**config.mk**
```make
export PLATFORM = sky130hd
export DESIGN_NAME = fbsr_top
export DESIGN_NICKNAME = d
export VERILOG_FILES = /design/src/fbsr_pkg.sv /design/src/fbsr_top.sv /design/src/fbsr_ref_scaler.sv /design/src/fbsr_status_packer.sv
export VERILOG_INCLUDE_DIRS = /design/src /design/src/src
export SDC_FILE = /design/constraint.sdc
export NUM_CORES = 2
export LEC_CHECK = 0
export BUFFER_PORTS_ARGS = -buffer_cell sky130_fd_sc_hd__buf_2
export CORE_AREA = 4 4 449 451
export CTS_BUF_LIST = sky130_fd_sc_hd__clkbuf_8
export DETAILED_ROUTE_END_ITERATION = 10
export DIE_AREA = 0 0 453 455
export PLACE_DENSITY = 0.58
export SETUP_SLACK_MARGIN = 0.02
export SLEW_MARGIN = 10
export SYNTH_ARGS = -nofsm -noshare
export SYNTH_HDL_FRONTEND = slang
export SYNTH_SLANG_ARGS = --single-unit
```
**constraint.sdc**
```tcl
create_clock -name mclk -period 22.6 [get_ports mclk]
set_input_delay 6.78 -clock mclk [delete_from_list [all_inputs] [get_ports mclk]]
set_output_delay 6.78 -clock mclk [all_outputs]
set_load 0.1 [all_outputs]
```
**src/fbsr_defs.svh**
```systemverilog
// register addresses, status bit positions and scaling constants
`ifndef FBSR_DEFS_SVH
`define FBSR_DEFS_SVH

`define FBSR_ADDR_W 20
`define FBSR_ADDR_REF_A 20'h61A82
`define FBSR_ADDR_REF_B 20'h61A83
`define FBSR_ADDR_SW_CLASSIC 20'h61A84
`define FBSR_ADDR_SW_ENHANCED 20'h61AB3

`define FBSR_BIT_RDY_ON 4'h0
`define FBSR_BIT_RDY_RUN 4'h1
`define FBSR_BIT_OP_EN 4'h2
`define FBSR_BIT_FAULT 4'h3
`define FBSR_BIT_COAST_INACT 4'h4
`define FBSR_BIT_QUICK_INACT 4'h5
`define FBSR_BIT_SWON_INHIB 4'h6
`define FBSR_BIT_WARNING 4'h7
`define FBSR_BIT_ON_TARGET 4'h8
`define FBSR_BIT_REMOTE 4'h9
`define FBSR_BIT_OVER_SUP 4'hA
`define FBSR_BIT_SECOND_LOC 4'hB
`define FBSR_BIT_RUN_PERMIT 4'hC
`define FBSR_BIT_COMM_ERR 4'hF

`define FBSR_RESET_WORD 16'h0000
`define FBSR_RESET_WIDE 32'h0000_0000

`define FBSR_SPEED_FULL 34'h0_0000_4E20
`define FBSR_TORQUE_FULL 32'h0000_2710
`define FBSR_TORQUE_PCT 32'h0000_0064
`define FBSR_TOL_MUL 21'h0000A

`endif

```
**src/fbsr_pkg.sv**
```systemverilog
// types shared by the fieldbus status and reference scaling block
package fbsr_pkg;

  typedef enum logic [1:0] {
    mode_speed,
    mode_torque,
    mode_raw
  } fbsr_mode_e;

  typedef enum logic [1:0] {
    loc_local,
    loc_ext_a,
    loc_ext_b
  } fbsr_loc_e;

  typedef enum logic {
    prof_classic,
    prof_enhanced
  } fbsr_profile_e;

  typedef struct packed {
    logic ready_on;
    logic ready_run;
    logic op_enabled;
    logic fault_flag;
    logic coast_stop_inactive;
    logic quick_stop_inactive;
    logic switch_on_inhibited;
    logic warning;
    fbsr_loc_e location;
    logic external_run_permit;
    logic comm_error;
    logic [15:0] actual_speed;
    logic [15:0] speed_target;
    logic [15:0] nominal_speed;
    logic [15:0] supervision_limit;
  } fbsr_drive_s;

  typedef struct packed {
    logic rd;
    logic wr;
    logic [19:0] addr;
    logic [15:0] wdata;
  } fbsr_bus_req_s;

  typedef struct packed {
    logic rvalid;
    logic [15:0] rdata;
    logic wack;
    logic err;
  } fbsr_bus_rsp_s;

  typedef struct packed {
    logic [1:0][15:0] ref_raw;
    logic [1:0][31:0] int_ref;
    logic [15:0] status;
    fbsr_bus_rsp_s rsp;
    logic ref_updated;
  } fbsr_state_s;

endpackage

```
**src/fbsr_top.sv**
```systemverilog
// fieldbus status word packing and reference scaling, register side
//
// Contract
// - status bits 0 to 7 carry ready, ready-to-run, enabled, fault, coast and quick stop inactive, switch-on inhibited and warning.
// - bit 8 is set while the speed error is at most a tenth of nominal speed.
// - bit 9 is set while control is remote through either external location.
// - bit 11 is set while the second external location is selected.
// - bit 12 follows the external run permit; bits 13 and 14 read zero.
// - bit 15 is set while the adapter reports a communication error.
// - the sent status word is rebuilt from the internal status every cycle.
// - references are 16-bit two's complement words.
// - two independent references, each with its own mode select.
// - each reference is scaled by its mode before reaching its output.
// - speed mode maps plus and minus 20000 to plus and minus speed scaling.
// - torque mode maps plus and minus 10000 to plus and minus 100 percent.
// - raw mode passes the reference unchanged over its full range.
// - the status word sits at 400004 in classic and 400051 in enhanced.
`timescale 1ns/1ps
`include "fbsr_defs.svh"
module fbsr_top (
  input wire logic mclk,
  input wire logic nrst,
  input wire fbsr_pkg::fbsr_profile_e profile,
  input wire fbsr_pkg::fbsr_bus_req_s bus_req,
  output fbsr_pkg::fbsr_bus_rsp_s bus_rsp,
  input wire fbsr_pkg::fbsr_drive_s internal_status_word,
  input wire fbsr_pkg::fbsr_mode_e first_reference_mode,
  input wire fbsr_pkg::fbsr_mode_e second_reference_mode,
  input wire logic [15:0] speed_scaling,
  output logic [15:0] fieldbus_state_word,
  output logic [31:0] internal_reference_a,
  output logic [31:0] internal_reference_b,
  output logic ref_updated
);
  import fbsr_pkg::*;

  fbsr_state_s st_ff;
  fbsr_state_s nxt_st;
  logic [15:0] packed_word;
  logic [19:0] status_addr;
  fbsr_mode_e [1:0] ref_mode;
  logic [1:0][31:0] scaled;

  assign ref_mode[0] = first_reference_mode;
  assign ref_mode[1] = second_reference_mode;

  fbsr_status_packer u_packer (
    .drv(internal_status_word),
    .word(packed_word)
  );

  // one scaler per reference, each steered by its own mode
  genvar gi;
  generate
    for (gi = 0; gi < 2; gi++) begin : g_ref
      fbsr_ref_scaler u_scaler (
        .mode(ref_mode[gi]),
        .ref_in(st_ff.ref_raw[gi]),
        .speed_scaling(speed_scaling),
        .ref_out(scaled[gi])
      );
    end
  endgenerate

  always_comb begin
    // the status word moves with the profile
    status_addr = (profile == prof_classic) ?
      `FBSR_ADDR_SW_CLASSIC : `FBSR_ADDR_SW_ENHANCED;
  end

  always_comb begin
    nxt_st = st_ff;
    nxt_st.rsp.rvalid = 1'b0;
    nxt_st.rsp.wack = 1'b0;
    nxt_st.rsp.err = 1'b0;
    nxt_st.status = packed_word;
    nxt_st.int_ref = scaled;
    // pulse whenever either internal reference takes a new value
    nxt_st.ref_updated = (scaled != st_ff.int_ref);
    if (bus_req.rd) begin
      nxt_st.rsp.rvalid = 1'b1;
      // status is read from the live pack so a poll sees this cycle
      if (bus_req.addr == status_addr) begin
        nxt_st.rsp.rdata = packed_word;
      end else if (bus_req.addr == `FBSR_ADDR_REF_A) begin
        nxt_st.rsp.rdata = st_ff.ref_raw[0];
      end else if (bus_req.addr == `FBSR_ADDR_REF_B) begin
        nxt_st.rsp.rdata = st_ff.ref_raw[1];
      end else begin
        nxt_st.rsp.rdata = `FBSR_RESET_WORD;
        nxt_st.rsp.err = 1'b1;
      end
    end
    if (bus_req.wr) begin
      // raw word is kept as sent; sign handling is in the scaler
      if (bus_req.addr == `FBSR_ADDR_REF_A) begin
        nxt_st.ref_raw[0] = bus_req.wdata;
        nxt_st.rsp.wack = 1'b1;
      end else if (bus_req.addr == `FBSR_ADDR_REF_B) begin
        nxt_st.ref_raw[1] = bus_req.wdata;
        nxt_st.rsp.wack = 1'b1;
      end else begin
        // status is read only; anything else is not mapped here
        nxt_st.rsp.err = 1'b1;
      end
    end
  end

  always_ff @(posedge mclk or negedge nrst) begin
    if (!nrst) begin
      st_ff <= '0;
    end else begin
      st_ff <= nxt_st;
    end
  end

  assign bus_rsp = st_ff.rsp;
  assign fieldbus_state_word = st_ff.status;
  assign internal_reference_a = st_ff.int_ref[0];
  assign internal_reference_b = st_ff.int_ref[1];
  assign ref_updated = st_ff.ref_updated;
endmodule

```
**src/fbsr_ref_scaler.sv**
```systemverilog
// converts one signed fieldbus reference into an internal reference
`timescale 1ns/1ps
`include "fbsr_defs.svh"
module fbsr_ref_scaler (
  input wire fbsr_pkg::fbsr_mode_e mode,
  input wire logic [15:0] ref_in,
  input wire logic [15:0] speed_scaling,
  output logic [31:0] ref_out
);
  import fbsr_pkg::*;

  logic signed [33:0] spd_prod;
  logic signed [33:0] spd_quot;
  logic signed [31:0] tq_prod;
  logic signed [31:0] tq_quot;
  logic signed [31:0] raw_ext;

  always_comb begin
    // two's complement input, sign extended
    raw_ext = 32'($signed(ref_in));
    spd_prod = 34'($signed(ref_in)) * 34'($signed({1'b0, speed_scaling}));
    // signed division truncates, so rounding is toward zero
    spd_quot = spd_prod / $signed(`FBSR_SPEED_FULL);
    tq_prod = raw_ext * $signed(`FBSR_TORQUE_PCT);
    tq_quot = tq_prod / $signed(`FBSR_TORQUE_FULL);
    case (mode)
      mode_speed: ref_out = spd_quot[31:0];
      mode_torque: ref_out = tq_quot;
      mode_raw: ref_out = raw_ext;
      default: ref_out = raw_ext;
    endcase
  end
endmodule

```
**src/fbsr_status_packer.sv**
```systemverilog
// packs the drive's internal status into the fieldbus status layout
`timescale 1ns/1ps
`include "fbsr_defs.svh"
module fbsr_status_packer (
  input wire fbsr_pkg::fbsr_drive_s drv,
  output logic [15:0] word
);
  import fbsr_pkg::*;

  logic signed [16:0] err;
  logic [16:0] err_mag;
  logic [16:0] act_mag;
  logic [20:0] err_x10;

  always_comb begin
    err = 17'($signed(drv.actual_speed)) - 17'($signed(drv.speed_target));
    err_mag = err[16] ? 17'(-err) : 17'(err);
    act_mag = drv.actual_speed[15] ?
      17'(-17'($signed(drv.actual_speed))) : {1'b0, drv.actual_speed};
    // compare 10*error against nominal to avoid a divider
    err_x10 = 21'(err_mag) * `FBSR_TOL_MUL;
    word = `FBSR_RESET_WORD; // reserved bits 13 and 14 stay zero
    word[`FBSR_BIT_RDY_ON] = drv.ready_on;
    word[`FBSR_BIT_RDY_RUN] = drv.ready_run;
    word[`FBSR_BIT_OP_EN] = drv.op_enabled;
    word[`FBSR_BIT_FAULT] = drv.fault_flag;
    word[`FBSR_BIT_COAST_INACT] = drv.coast_stop_inactive;
    word[`FBSR_BIT_QUICK_INACT] = drv.quick_stop_inactive;
    word[`FBSR_BIT_SWON_INHIB] = drv.switch_on_inhibited;
    word[`FBSR_BIT_WARNING] = drv.warning;
    word[`FBSR_BIT_ON_TARGET] =
      (err_x10 <= {5'h00, drv.nominal_speed});
    word[`FBSR_BIT_REMOTE] = (drv.location != loc_local);
    word[`FBSR_BIT_OVER_SUP] =
      (act_mag >= {1'b0, drv.supervision_limit});
    word[`FBSR_BIT_SECOND_LOC] = (drv.location == loc_ext_b);
    word[`FBSR_BIT_RUN_PERMIT] = drv.external_run_permit;
    word[`FBSR_BIT_COMM_ERR] = drv.comm_error;
  end
endmodule

```
==> results by group <==
CTS
  • Clk Latency, worst-skew pair: 0.55 ns
  • Hold_buf cts: 0
  • Clk buf depth: 2
  • Root buffer cell: clkbuf_8
  • CTS clk-pin slew, worst paths: 0.13 ns
  • H-tree depth: 4
  • CTS Buf Count: 17
  • CTS tree: done
  • Clock Sink Count: 130

Layout
  • Post-layout nets: 11,400
  • Layout cell share with drive strength beyond 1: 33.1%
  • Most frequent cells in the layout: 2,083 x buf_4, 802 x nand2_1, 783 x inv_1, 583 x nor2_1, 411 x ha_1
  • Most common cell after layout, fill and taps aside: buf_4
  • Register area: 0.00325 mm²
  • Area occupied by multi-input gates: 0.0581 mm²
  • Core Util, Final: 43.8%
  • Layout area overhead: 41.8%
  • Fillcell total: 19,700

Timing
  • Final setup vio count: 65
  • Final Max Tran Viols: 0
  • Final min period: 29.86 ns
  • Max-slew headroom: 13.1%
  • Slew @ Worst Pin: 1.29 ns
  • Fin. Hold Viols: 0
  • Skew final: 0.0408 ns
  • PnR worst setup slack: -7.26 ns
  • Crit share post-route: 132%
  • Fin Hold WS: 0.529 ns
  • F_max: 33.5 MHz
  • RSZ-0062 raised after global routing: true

Global route
  • Number of global-route vias before repair: 70,500
  • Initial antenna violation count: 10
  • Overall routing resource usage: 22.7%
  • Largest net degree at the start of global routing: 80
  • GRT overflow: 0
  • First-pass GRT wire length: 384 mm

Run status
  • Run status: finished with violations
  • Failing checks: negative setup slack

Floorplanning
  • Die area: 0.206 mm²
  • Die height: 455 µm
  • Core ar.: 0.197 mm²
  • Rows: 163
  • # IOs: 237
  • Starting Density: 30.9%
  • Die width: 453 µm

Setup path
  • CP most frequent cell: buf_4
  • Nature of the critical path endpoint: flip-flop
  • Data arrival time of the critical path: 30.29 ns
  • Crit path launch type: input pin
  • Crit-path slowest cell: fa_1
  • CP required: 23.03 ns
  • Largest fanout on the critical path: 8
  • CP peak stage delay: 0.55 ns
  • Setup CP Type: in2reg

Job
  • Number of max-cap violations: 0

Placed design
  • GP Congestion: 0.968
  • DP Worst Slack: -8.49 ns
  • Final HPWL DP: 205 mm
  • # port buffers: 234

Detailed routing
  • DRT Pass-1 Iters: 6
  • DR vias: 70,800
  • Detailed-route DRC error count: 0
  • Initial DRC count: 4,483
  • ANT nets after route: 0
  • WL per Instance: 18.8 µm
  • Final WL: 246 mm
  • Vias/cell: 5.42

Synth
  • Mapped Area: 0.0609 mm²
  • Post-synth EDFFs: 0
  • Post-synth ARST share: 100%
  • Synth warn: 0
  • Syn avg cell area: 7.34 µm²
  • Synth Flop Type: dfrtp_1
  • Yosys cell types: 152
  • Yosys reg bits: 130
  • Seq/Total Area, Yosys: 5.34%
  • Post-Syn Instances: 8,301

Worst hold path
  • Worst Hold Class: reg2reg
[critical path, delay by kind of cell]
| family | cells | cell delay, ns |
|---|---|---|
| AO/OA/AOI/OAI | 46 | 10.94 |
| AND/OR/NAND/NOR | 21 | 4.87 |
| adder cells (fa/ha/maj) | 9 | 3.85 |
| buffers and inverters | 18 | 2.49 |
| XOR/XNOR | 4 | 0.64 |
| multiplexers | 2 | 0.62 |
[worst paths after layout]
path                                                  to             start  slack [ns]  depth (start not counted)
worst max register to register               ref_updated        st_ff[122]       -1.38                         97
min in group asynchronous       internal_reference_a[13]              nrst        6.25                          1
worst min-delay path                         bus_rsp[16]       bus_rsp[16]        0.53                          2
worst max-delay path                         ref_updated  speed_scaling[7]       -7.26                        100
max in group asynchronous        fieldbus_state_word[10]              nrst       14.90                          2
worst min register to register               bus_rsp[16]       bus_rsp[16]        0.53                          2
[cells in the mapped netlist, types with 55 or more instances]
cell	number	area [µm²]
or3_1	80	500
fa_1	418	8370
nor2b_1	55	344
mux2i_1	77	771
o31ai_1	68	510
nor3_1	247	1240
nand4_1	93	582
buf_2	62	310
or2_2	68	425
o211ai_1	123	923
and2_1	347	2170
o21ai_0	371	1860
nand2b_1	108	676
clkbuf_1	250	938
a31oi_1	102	638
a21o_1	125	938
and3_1	88	551
ha_1	435	5440
dfrtp_1	130	3250
nand2_1	836	3140
xnor2_1	383	3350
o21ai_1	62	310
nand3_1	239	1200
xor2_1	179	1570
a21oi_1	478	2390
nor4_1	73	457
inv_1	794	2980
o21a_1	67	503
mux2_2	61	687
nor2_1	608	2280
a211oi_1	114	856
[through the flow]
step                setup TNS [ns]  instance area [µm²]  cells
floorplan                  -267.14                63000   8302
global placement           -375.43                80800  12800
detailed placement         -386.44                80800  12800
CTS                        -311.33                82900  12900
global route               -382.14                86400  13100
finish                     -326.19                86400  13100
[flip-flops by register name, summed over array words and instances, names as in the netlist]
register / count
bus_rsp: 19
fieldbus_state_word: 14
internal_reference_a: 32
internal_reference_b: 32
ref_updated: 1
st_ff: 32
[routing by layer]
| metal | wire length (µm) | global-route usage (%) | vias to the layer above |
|---|---|---|---|
| li1 | - | - | 34100 |
| met1 | 102000 | 27.2 | 34600 |
| met2 | 121000 | 40.5 | 1648 |
| met3 | 8040 | 1.56 | 402 |
| met4 | 15100 | 12.3 | 4 |
| met5 | 26 | 0 | - |
[cell families (layout without fill, tap and decap cells)]
| kind of cell | after synthesis | count (layout) | synth area share [%] |
|---|---|---|---|
| flops | 130 | 130 | 5.34 |
| mux | 146 | 146 | 2.56 |
| other cells | 1 | 14 | 0.00615 |
| compound gates | 2372 | 2373 | 28.0 |
| simple gates | 3068 | 3068 | 25.5 |
| xor+xnor | 574 | 574 | 8.42 |
| buf+inv | 1140 | 3244 | 7.26 |
| fa+ha+maj | 870 | 870 | 22.9 |
[area by class of cell]
cell class	count	area share (%)
diodes	12	0.0347
clock buffers	17	0.271
clock inverters	15	0.214
inverters	795	3.45
multi-input cells	7033	67.2
flip-flops and latches	130	3.76
well taps	2640	3.82
repair buffers	2417	21.2
[what timing repair did]
action	4_1_cts	5_1_grt
pin swaps	118	285
setup endpoints to repair	65	65
gates resized for setup	232	489
cloned	2	5
setup buffers	78	132
Power is not shown: default switching activity piles up to over one toggle a cycle in this logic, so the estimate is an artifact.
